$ cat src/hdl/rtcv_pkg.sv
// Constants shared by the calendar value register block
package rtcv_pkg;
  // ********************************************************
  // Register byte addresses
  // ********************************************************
  localparam logic [7:0] CTRL_ADDR      = 8'h00;
  localparam logic [7:0] ALARM_CFG_ADDR = 8'h04;
  localparam logic [7:0] TIME_WIN_ADDR  = 8'h08;
  localparam logic [7:0] ALARM_WIN_ADDR = 8'h0C;

  // ********************************************************
  // Control field positions
  // ********************************************************
  localparam int ENABLE_BIT = 15;
  localparam int WREN_BIT   = 13;
  localparam int HALF_BIT   = 11;
  localparam int PTR_LSB    = 8;

  // ********************************************************
  // Window pointer slots
  // ********************************************************
  localparam logic [1:0] SLOT_MIN_SEC  = 2'h0;
  localparam logic [1:0] SLOT_WEEKDAY_FIELD_HR  = 2'h1;
  localparam logic [1:0] SLOT_MONTH_DY = 2'h2;
  localparam logic [1:0] SLOT_YEAR     = 2'h3;
  localparam logic [1:0] PTR_RESET     = 2'h0;

  // ********************************************************
  // Implemented bits of each value register
  // ********************************************************
  localparam logic [15:0] YEAR_MASK = 16'h00FF;
  localparam logic [15:0] MD_MASK   = 16'h1F3F;
  localparam logic [15:0] WH_MASK   = 16'h073F;
  localparam logic [15:0] MS_MASK   = 16'h7F7F;

  // ********************************************************
  // Timing
  // ********************************************************
  localparam longint SECOND_NS     = 1000000000;
  localparam longint CLK_PERIOD_NS = 100;
  localparam int     SECOND_CYCLES = int'(SECOND_NS / CLK_PERIOD_NS);
endpackage

$ cat src/hdl/rtcv_calendar_step.sv
// One-second BCD calendar advance
`timescale 1ns/1ps
`default_nettype none
module rtcv_calendar_step (
  // Present time
  input  wire logic [15:0] year_value,
  input  wire logic [15:0] month_day_value,
  input  wire logic [15:0] weekday_hours_value,
  input  wire logic [15:0] minutes_seconds_value,
  // Time one second later
  output logic      [15:0] next_year,
  output logic      [15:0] next_month_day,
  output logic      [15:0] next_weekday_hours,
  output logic      [15:0] next_minutes_seconds
);
  logic [3:0] seconds_ones, minutes_ones, hours_ones, day_ones, month_ones, year_ones, year_tens;
  logic [2:0] seconds_tens, minutes_tens, weekday_field;
  logic [1:0] hours_tens, day_tens;
  logic       month_tens, leap, carry;
  logic [7:0] last_day;

  always_comb
  begin
    seconds_ones  = minutes_seconds_value[3:0];
    seconds_tens  = minutes_seconds_value[6:4];
    minutes_ones  = minutes_seconds_value[11:8];
    minutes_tens  = minutes_seconds_value[14:12];
    hours_ones    = weekday_hours_value[3:0];
    hours_tens    = weekday_hours_value[5:4];
    weekday_field = weekday_hours_value[10:8];
    day_ones      = month_day_value[3:0];
    day_tens      = month_day_value[5:4];
    month_ones    = month_day_value[11:8];
    month_tens    = month_day_value[12];
    year_ones     = year_value[3:0];
    year_tens     = year_value[7:4];
    // Two-digit year: multiple of four is a leap year
    leap = year_tens[0] ? (year_ones == 4'h2 || year_ones == 4'h6)
                        : (year_ones == 4'h0 || year_ones == 4'h4 || year_ones == 4'h8); // [RL17]
    unique case ({month_tens, month_ones})
      5'h02:                      last_day = leap ? 8'h29 : 8'h28;
      5'h04, 5'h06, 5'h09, 5'h11: last_day = 8'h30;
      default:                    last_day = 8'h31;
    endcase
    carry = 1'b1;
    // Seconds, minutes, hours
    if (seconds_ones == 4'h9)
    begin
      seconds_ones = 4'h0;
      if (seconds_tens == 3'h5)
        seconds_tens = 3'h0;
      else
      begin
        seconds_tens = seconds_tens + 3'h1;
        carry = 1'b0;
      end
    end
    else
    begin
      seconds_ones = seconds_ones + 4'h1;
      carry = 1'b0;
    end
    if (carry)
    begin
      carry = 1'b0;
      if (minutes_ones != 4'h9)
        minutes_ones = minutes_ones + 4'h1;
      else
      begin
        minutes_ones = 4'h0;
        if (minutes_tens != 3'h5)
          minutes_tens = minutes_tens + 3'h1;
        else
        begin
          minutes_tens = 3'h0;
          carry = 1'b1;
        end
      end
    end
    if (carry)
    begin
      carry = 1'b0;
      if (hours_tens == 2'h2 && hours_ones == 4'h3)
      begin
        hours_tens = 2'h0;
        hours_ones = 4'h0;
        carry = 1'b1;
      end
      else if (hours_ones == 4'h9)
      begin
        hours_ones = 4'h0;
        hours_tens = hours_tens + 2'h1;
      end
      else
        hours_ones = hours_ones + 4'h1;
    end
    // Day, weekday, month, year
    if (carry)
    begin
      carry = 1'b0;
      weekday_field = (weekday_field >= 3'h6) ? 3'h0 : weekday_field + 3'h1;
      if ({2'h0, day_tens, day_ones} >= last_day)
      begin
        day_tens = 2'h0;
        day_ones = 4'h1;
        carry = 1'b1;
      end
      else if (day_ones == 4'h9)
      begin
        day_ones = 4'h0;
        day_tens = day_tens + 2'h1;
      end
      else
        day_ones = day_ones + 4'h1;
    end
    if (carry)
    begin
      carry = 1'b0;
      if (month_tens && month_ones >= 4'h2)
      begin
        month_tens = 1'b0;
        month_ones = 4'h1;
        carry = 1'b1;
      end
      else if (month_ones == 4'h9)
      begin
        month_ones = 4'h0;
        month_tens = 1'b1;
      end
      else
        month_ones = month_ones + 4'h1;
    end
    if (carry)
    begin
      if (year_ones != 4'h9)
        year_ones = year_ones + 4'h1;
      else
      begin
        year_ones = 4'h0;
        year_tens = (year_tens == 4'h9) ? 4'h0 : year_tens + 4'h1;
      end
    end
    next_year            = {8'h00, year_tens, year_ones};
    next_month_day       = {3'h0, month_tens, month_ones, 2'h0, day_tens, day_ones};
    next_weekday_hours   = {5'h00, weekday_field, 2'h0, hours_tens, hours_ones};
    next_minutes_seconds = {1'b0, minutes_tens, minutes_ones, 1'b0, seconds_tens, seconds_ones};
  end
endmodule
`default_nettype wire

$ cat src/hdl/rtcv_value_regs.sv
// Calendar time and alarm value registers behind an APB slave
//
// The implementer's own choices: the placing of the registers and the APB register port.
`timescale 1ns/1ps
`default_nettype none
// ********************************************************
// Overview of operation
// ********************************************************
// Overview of operation
// RL1: Year tens bits 7-4, ones bits 3-0.
// RL2: Year writes only while write enable set.
// RL3: Month tens bit 12, ones bits 11-8.
// RL4: Day tens bits 5-4, ones 3-0.
// RL5: Weekday is bits 10-8, range 0-6.
// RL6: Hours tens bits 5-4, ones 3-0.
// RL7: Minutes tens bits 14-12, ones 11-8.
// RL8: Seconds tens bits 6-4, ones 3-0.
// RL9: Month/day, weekday/hours writes need write enable.
// RL10: Unused bits read zero, store nothing.
// RL11: Time counts in hardware; alarm only software.
// RL12: Digit fields have no reset value.
// RL13: Time pointer selects slot, decrements on upper.
// RL14: Alarm pointer selects slot, decrements on upper.
// RL15: Time window writes blocked without write enable.
// RL16: Minutes/seconds lower write clears half-second flag.
// RL17: Counter advances BCD calendar with leap years.
module rtcv_value_regs #(
  parameter int SECOND_CYCLES = rtcv_pkg::SECOND_CYCLES
) (
  // Clock and reset
  input  wire logic        core_clk,
  input  wire logic        rst,
  // APB slave
  input  wire logic        psel,
  input  wire logic        penable,
  input  wire logic        pwrite,
  input  wire logic [7:0]  paddr,
  input  wire logic [31:0] pwdata,
  input  wire logic [3:0]  pstrb,
  output logic      [31:0] prdata,
  output logic             pready,
  output logic             pslverr,
  // Status
  output logic             half_second_flag,
  output logic             second_tick
);
  localparam int PW = $clog2(SECOND_CYCLES + 1);
  localparam logic [PW-1:0] LAST_CYCLE = PW'(SECOND_CYCLES - 1);
  localparam logic [PW-1:0] HALF_CYCLE = PW'(SECOND_CYCLES / 2);

  // ********************************************************
  // Storage
  // ********************************************************
  logic        calendar_enable;
  logic        time_write_enable;
  logic [1:0]  time_window_pointer;
  logic [1:0]  alarm_window_pointer;
  logic [PW-1:0] prescale;
  // No reset on digit fields: software must load them first [RL12]
  logic [15:0] year_value;
  logic [15:0] month_day_value;
  logic [15:0] weekday_hours_value;
  logic [15:0] minutes_seconds_value;
  logic [15:0] alarm_month_day;
  logic [15:0] alarm_weekday_hours;
  logic [15:0] alarm_minutes_seconds;
  logic [15:0] next_year;
  logic [15:0] next_month_day;
  logic [15:0] next_weekday_hours;
  logic [15:0] next_minutes_seconds;

  // ********************************************************
  // Bus decode
  // ********************************************************
  logic        done;
  logic        hit_ctrl;
  logic        hit_acfg;
  logic        hit_time;
  logic        hit_alarm;
  logic        mapped;
  logic        time_wr;
  logic        alarm_wr;
  logic        time_upper_access;
  logic        alarm_upper_access;
  logic        ms_lower_write;
  logic [15:0] wdata;
  logic [15:0] lane_mask;
  logic [15:0] time_window;
  logic [15:0] alarm_window;
  logic [31:0] next_prdata;

  assign done      = psel && penable && pready;
  assign hit_ctrl  = (paddr == rtcv_pkg::CTRL_ADDR);
  assign hit_acfg  = (paddr == rtcv_pkg::ALARM_CFG_ADDR);
  assign hit_time  = (paddr == rtcv_pkg::TIME_WIN_ADDR);
  assign hit_alarm = (paddr == rtcv_pkg::ALARM_WIN_ADDR);
  assign mapped    = hit_ctrl || hit_acfg || hit_time || hit_alarm;
  assign wdata     = pwdata[15:0];
  assign lane_mask = {{8{pstrb[1]}}, {8{pstrb[0]}}};
  // Time window is locked while the write enable is clear [RL2] [RL9] [RL15]
  assign time_wr   = done && pwrite && hit_time && time_write_enable;
  // Alarm month/day and weekday/hours also need the write enable [RL9]
  assign alarm_wr  = done && pwrite && hit_alarm
                  && (time_write_enable || alarm_window_pointer == rtcv_pkg::SLOT_MIN_SEC);
  // A read covers both halves, so it counts as an upper access
  assign time_upper_access  = done && hit_time && (!pwrite || pstrb[1]); // [RL13]
  assign alarm_upper_access = done && hit_alarm && (!pwrite || pstrb[1]); // [RL14]
  assign ms_lower_write = time_wr && pstrb[0]
                       && time_window_pointer == rtcv_pkg::SLOT_MIN_SEC;

  // Byte-lane merge that never stores unused positions [RL10]
  function automatic logic [15:0] merge(input logic [15:0] old, input logic [15:0] lanes,
                                        input logic [15:0] data, input logic [15:0] mask);
    merge = ((old & ~lanes) | (data & lanes)) & mask;
  endfunction

  // ********************************************************
  // Window read selection
  // ********************************************************
  always_comb
  begin
    unique case (time_window_pointer) // [RL13]
      rtcv_pkg::SLOT_MIN_SEC:  time_window = minutes_seconds_value & rtcv_pkg::MS_MASK;
      rtcv_pkg::SLOT_WEEKDAY_FIELD_HR:  time_window = weekday_hours_value & rtcv_pkg::WH_MASK;
      rtcv_pkg::SLOT_MONTH_DY: time_window = month_day_value & rtcv_pkg::MD_MASK;
      rtcv_pkg::SLOT_YEAR:     time_window = year_value & rtcv_pkg::YEAR_MASK; // [RL1]
    endcase
    unique case (alarm_window_pointer) // [RL14]
      rtcv_pkg::SLOT_MIN_SEC:  alarm_window = alarm_minutes_seconds & rtcv_pkg::MS_MASK;
      rtcv_pkg::SLOT_WEEKDAY_FIELD_HR:  alarm_window = alarm_weekday_hours & rtcv_pkg::WH_MASK;
      rtcv_pkg::SLOT_MONTH_DY: alarm_window = alarm_month_day & rtcv_pkg::MD_MASK;
      rtcv_pkg::SLOT_YEAR:     alarm_window = 16'h0000;
    endcase
    next_prdata = 32'h0000_0000;
    if (hit_ctrl)
    begin
      next_prdata[rtcv_pkg::ENABLE_BIT]             = calendar_enable;
      next_prdata[rtcv_pkg::WREN_BIT]               = time_write_enable;
      next_prdata[rtcv_pkg::HALF_BIT]               = half_second_flag;
      next_prdata[rtcv_pkg::PTR_LSB+1:rtcv_pkg::PTR_LSB] = time_window_pointer;
    end
    else if (hit_acfg)
      next_prdata[rtcv_pkg::PTR_LSB+1:rtcv_pkg::PTR_LSB] = alarm_window_pointer;
    else if (hit_time)
      next_prdata[15:0] = time_window;
    else if (hit_alarm)
      next_prdata[15:0] = alarm_window;
  end

  // ********************************************************
  // APB answer: one wait state per transfer
  // ********************************************************
  always_ff @(posedge core_clk)
  begin
    if (rst)
    begin
      pready  <= 1'b0;
      pslverr <= 1'b0;
      prdata  <= 32'h0000_0000;
    end
    else
    begin
      pready  <= psel && penable && !pready;
      pslverr <= psel && penable && !pready && !mapped;
      if (psel && penable && !pready && !pwrite)
        prdata <= next_prdata;
    end
  end

  // ********************************************************
  // Control and pointers
  // ********************************************************
  always_ff @(posedge core_clk)
  begin
    if (rst)
    begin
      calendar_enable     <= 1'b0;
      time_write_enable   <= 1'b0;
      time_window_pointer <= rtcv_pkg::PTR_RESET;
    end
    else if (done && pwrite && hit_ctrl && pstrb[1])
    begin
      time_write_enable   <= pwdata[rtcv_pkg::WREN_BIT];
      time_window_pointer <= pwdata[rtcv_pkg::PTR_LSB+1:rtcv_pkg::PTR_LSB];
      // The enable itself is guarded by the write enable
      if (time_write_enable)
        calendar_enable <= pwdata[rtcv_pkg::ENABLE_BIT];
    end
    else if (time_upper_access && time_window_pointer != 2'h0)
      time_window_pointer <= time_window_pointer - 2'h1; // [RL13]
  end

  always_ff @(posedge core_clk)
  begin
    if (rst)
      alarm_window_pointer <= rtcv_pkg::PTR_RESET;
    else if (done && pwrite && hit_acfg && pstrb[1])
      alarm_window_pointer <= pwdata[rtcv_pkg::PTR_LSB+1:rtcv_pkg::PTR_LSB];
    else if (alarm_upper_access && alarm_window_pointer != 2'h0)
      alarm_window_pointer <= alarm_window_pointer - 2'h1; // [RL14]
  end

  // ********************************************************
  // Second prescaler and half-second flag
  // ********************************************************
  // Restarting the second on a seconds write keeps the flag and the count in step
  always_ff @(posedge core_clk)
  begin
    if (rst)
      prescale <= '0;
    else if (ms_lower_write || !calendar_enable)
      prescale <= '0; // [RL16]
    else if (prescale == LAST_CYCLE)
      prescale <= '0;
    else
      prescale <= prescale + PW'(1);
  end

  assign second_tick      = calendar_enable && !ms_lower_write && prescale == LAST_CYCLE;
  assign half_second_flag = prescale >= HALF_CYCLE; // [RL16]

  rtcv_calendar_step u_step (
    .year_value            (year_value),
    .month_day_value       (month_day_value),
    .weekday_hours_value   (weekday_hours_value),
    .minutes_seconds_value (minutes_seconds_value),
    .next_year             (next_year),
    .next_month_day        (next_month_day),
    .next_weekday_hours    (next_weekday_hours),
    .next_minutes_seconds  (next_minutes_seconds)
  );

  // ********************************************************
  // Time value registers: software write wins over the tick
  // ********************************************************
  always_ff @(posedge core_clk)
  begin
    if (time_wr && time_window_pointer == rtcv_pkg::SLOT_YEAR)
      year_value <= merge(year_value, lane_mask, wdata, rtcv_pkg::YEAR_MASK); // [RL1] [RL2]
    else if (second_tick)
      year_value <= next_year; // [RL11] [RL17]
  end

  always_ff @(posedge core_clk)
  begin
    if (time_wr && time_window_pointer == rtcv_pkg::SLOT_MONTH_DY)
      month_day_value <= merge(month_day_value, lane_mask, wdata, rtcv_pkg::MD_MASK); // [RL3] [RL4]
    else if (second_tick)
      month_day_value <= next_month_day; // [RL11]
  end

  always_ff @(posedge core_clk)
  begin
    if (time_wr && time_window_pointer == rtcv_pkg::SLOT_WEEKDAY_FIELD_HR)
      weekday_hours_value <= merge(weekday_hours_value, lane_mask, wdata, rtcv_pkg::WH_MASK); // [RL5] [RL6]
    else if (second_tick)
      weekday_hours_value <= next_weekday_hours; // [RL11]
  end

  always_ff @(posedge core_clk)
  begin
    if (time_wr && time_window_pointer == rtcv_pkg::SLOT_MIN_SEC)
      minutes_seconds_value <= merge(minutes_seconds_value, lane_mask, wdata, rtcv_pkg::MS_MASK); // [RL7] [RL8]
    else if (second_tick)
      minutes_seconds_value <= next_minutes_seconds; // [RL11]
  end

  // ********************************************************
  // Alarm value registers: software only
  // ********************************************************
  always_ff @(posedge core_clk)
  begin
    if (alarm_wr && alarm_window_pointer == rtcv_pkg::SLOT_MONTH_DY)
      alarm_month_day <= merge(alarm_month_day, lane_mask, wdata, rtcv_pkg::MD_MASK); // [RL3] [RL4] [RL9]
    if (alarm_wr && alarm_window_pointer == rtcv_pkg::SLOT_WEEKDAY_FIELD_HR)
      alarm_weekday_hours <= merge(alarm_weekday_hours, lane_mask, wdata, rtcv_pkg::WH_MASK); // [RL5] [RL6]
    if (alarm_wr && alarm_window_pointer == rtcv_pkg::SLOT_MIN_SEC)
      alarm_minutes_seconds <= merge(alarm_minutes_seconds, lane_mask, wdata, rtcv_pkg::MS_MASK); // [RL7] [RL8]
  end
endmodule
`default_nettype wire

$ cat config.mk
export PLATFORM = sky130hd
export DESIGN_NAME = rtcv_value_regs
export DESIGN_NICKNAME = d
export VERILOG_FILES = /design/src/hdl/rtcv_pkg.sv /design/src/hdl/rtcv_calendar_step.sv /design/src/hdl/rtcv_value_regs.sv
export SDC_FILE = /design/constraint.sdc
export NUM_CORES = 1
export LEC_CHECK = 0
export BUFFER_PORTS_ARGS = -buffer_cell sky130_fd_sc_hd__buf_4
export CAP_MARGIN = 20
export CORE_UTILIZATION = 54
export DETAILED_ROUTE_END_ITERATION = 8
export PLACE_DENSITY = 0.76
export SLEW_MARGIN = 10
export SYNTH_ARGS = -nofsm -noshare
export SYNTH_HDL_FRONTEND = slang
export SYNTH_HIERARCHICAL = 1
export SYNTH_SLANG_ARGS = --single-unit
export TNS_END_PERCENT = 100
$ cat constraint.sdc
create_clock -name core_clk -period 3.2 [get_ports core_clk]
set_input_delay 0.32 -clock core_clk [delete_from_list [all_inputs] [get_ports core_clk]]
set_output_delay 0.32 -clock core_clk [all_outputs]
set_load 0.01 [all_outputs]
# After elaboration in Yosys (flattened, before gate mapping)
# Cells that the tools add are included.
# word_totals
register_bits,124
in_bits,49
elab_cells,249
output_inout_bits,36
# classes
order_cmp,4
muxes,74
n_bitwise,16
reduce_logical,84
addsub,15
eq_ne,32
# op_table
op,n
case mux 16 bit (4 select lines),2
2-to-1 mux 4 bit,17
AND 15 bit,3
logical AND 1 bit,33
2-to-1 mux 16 bit,2
2-to-1 mux 8 bit,4
2-to-1 mux 15 bit,2
bitwise OR 15 bit,2
nonzero test 2 bit,15
adder 4 x 1 -> 4 bit (second input constant),7
AND 13 bit,2
2-to-1 mux 13 bit,2
bitwise OR 13 bit,2
adder 24 x 1 -> 24 bit (second input constant),1
equality test 24 bit (second input constant),1
equality test 4 bit (second input constant),6
>= comparator 24 x 23 -> 1 bit (second input constant),1
2-to-1 mux 2 bit,12
AND 11 bit,2
2-to-1 mux 1 bit,22
2-to-1 mux 11 bit,2
bitwise OR 11 bit,2
2-to-1 mux 3 bit,7
equality test 8 x 4 -> 1 bit (second input constant),2
34 further kinds,74

# Depth between registers and ports, before layout
# logic_depth
word_depth,13
mapped_depth,16
mapped_depth_nobuf,13

# By module
# The synthesis kept the hierarchy.
# modules_own_cells
mod,area_each_um2,cells_each,n_inst,seq_area_each_um2
rtcv_value_regs,6845.3,702,1,3683.5
rtcv_calendar_step,1456.4,237,1,0.0

# Least setup slack after synthesis
# No wires, ideal clock.
# synth_timing
kind,reg-to-reg
startpoint,register (tool-made name)
endpoint,register (tool-made name)
setup_ps,267
path_buffers,2
setup_slack_ps,183
synth_period_minus_slack_ps,3017
arrival_ps,2750
stages_incl_launch_ff,15
required_time_ps,2933
path_cell_list,edfxtp_1 -> clkbuf_1 -> a211oi_1 -> a31oi_1 -> o21ai_0 -> a2111oi_0 -> a31oi_1 -> ha_1 -> nor4b_1 -> o211ai_1 -> buf_2 -> nand3_1 -> mux2_2 -> nand3_1 -> o21ai_0

==> out/qor.yml <==
place.port_buffers: 50
drtIter0Drc: 1010
gr-total-overflow: 0
netlist_area_sq_um: 7371
antenna-diode-count: 0
grt_util_all_layers: 0.2942
antenna_left: 0
ys_warn_count: 6
clk_pin_slew_ps: 60
wl_met1_mm: 8.038
firstDrtPassIters: 8
avgSynthCellArea_sq_um: 8.913
post-route-drc-count: 0
routed_wl_mm: 20.33
powerDensity_nw_per_um2: 443.3
intPower_mw: 2.894
grt_pass1_wl_mm: 32.09
reg2reg_depth: 12
numCtsBuffers: 17
maxSlewViolCount: 0
final_nets: 935
post-route-min-period_ps: 3119
wl_met3_mm: 1.871
tightestPinTransition_ps: 706.4
routabilityCongestion: 0.9736
fp.dieW_microns: 118.8
die_h_microns: 118.8
p_switching_uw: 869.0
highest_layer: "met4"
outcome: "finished clean"
p_seq_frac: 0.448
clockPowerShare: 0.521
clock_latency_ps: 430
die_area_sq_um: 14120
grt_max_degree: 43
htree_num_levels: 4
pwr-share-comb: 0.031
worst_clock_skew_ps: 9.336
drive_above_1_share: 0.1581
first_global_vias: 6329
met2WireLength_mm: 9.742
crit_path_end_kind: "register"
vdd_ir_drop_max_uv: 532.8
setup_violations: 0
crit_fanout: 5
post_drt_wl_per_cell_microns: 19.27
area_growth_pct: 15.16
fin_area_sq_um: 8488
grt_setup_unrepaired: "true"
synthCells: 827
ff2ff_setup_slack_ps: 80
grt_antenna_before_repair: 0
core_region_area_sq_um: 13300
hold_depth: 1
avgViaCountPerCell: 6.343
critPathRequiredTime_ps: 3470
hpwl_mm: 14.46
max_clock_freq_mhz: 320.6
whs_ps: 83.86
cts_tree: "yes"
cts_root_buf: "clkbuf_16"
drv_cap: 0
cp-start-kind: "register"
path_class: "reg2reg"
swShare: 0.2309
hp-start: "pwdata[6]"
io_pins: 85
nFillCells: 1041
clock_path_buffers: 2
rows: 42
min_path_type: "in2reg"
cp.arrival_ps: 3390
post_dp_cell_area_sq_um: 7815
clock-sinks: 124
p_leak_nw: 3.107
fin_crit_sh: 0.9747
hold_violations: 0
relSlewSlack: 0.5273
start_util: 0.5544
cts_hold_buf: 0
vias: 6692
## power groups by stage
stage	clock network (mW)	logic, mW	registers, mW
2_1_floorplan	0	0.0584	1.72
3_3_place_gp	0	0.110	1.72
6_report	1.96	0.115	1.69
5_1_grt	2.04	0.122	1.69
4_1_cts	1.96	0.113	1.69
3_5_place_dp	0	0.113	1.72
## critical path: stages (launching register included)
cell and delay (ps):
edfxtp_1 500, a31oi_2 260, o21ai_2 80, a2111oi_2 310, a31oi_1 90, ha_1 280, nor4b_1 300, o211ai_1 250
buf_4 200, or4b_1 460, nand2_1 90, nand3_1 60, o21ai_0 70
## routing by layer
layer | GRT usage | vias to the layer above
met1 | 0.3694 | 3165
met5 | 0 | -
li1 | - | 3048
met2 | 0.4795 | 406
met3 | 0.06561 | 73
met4 | 0.1432 | 0
## stage by stage
stage                     cells  TNS, ps    util  total power, mW  setup slack, ps
after global placement     1017        0  0.5878            1.832            111.6
final                      1055        0  0.6384            3.763            80.85
after global routing       1055   -64.58  0.6384            3.850           -24.00
after CTS                  1050        0  0.6335            3.758            8.693
after detailed placement   1017   -165.5  0.5878            1.834           -67.57
after floorplan             842        0       -            1.781            183.4
## worst max-delay path by stage
stage                   from       end  cells past startpoint
global placement    register  register                     13
floorplan           register  register                     14
detailed placement  register  register                     14
finish              register  register                     12
global route        register  register                     14
CTS                 register  register                     14
## cells in the final DEF, fill, tap and decap left out, drive strengths merged, types with 9 or more instances in the layout
cell,n
buf,75
nor2,70
nand3,63
conb,16
o21ai,87
edfxtp,76
ha,20
and3,9
mux2i,9
clkbuf,17
nand2,95
a21oi,21
nand4,27
xnor2,17
dfxtp,48
inv,44
a31oi,12
nor3,19
xor2,18
mux2,12
## area by class of cell
class | instances | area, sq um | share of cell area
Multi-Input combinational cell | 612 | 3710 | 0.4371
Sequential cell | 124 | 3243 | 0.3821
Timing Repair Buffer | 75 | 579.3 | 0.06825
Clock buffer | 17 | 425.4 | 0.05012
Tap cell | 176 | 220.2 | 0.02594
Clock inverter | 15 | 175.2 | 0.02064
Inverter | 36 | 135.1 | 0.01592
## repair_timing
| item | CTS | global route |
|---|---|---|
| pin swaps | 1 | 5 |
| buffers inserted | 1 | 5 |
| endpoints found under the setup margin | 4 | 18 |
| gates resized for setup | 0 | 14 |
Power figures use the tool's default switching activity.
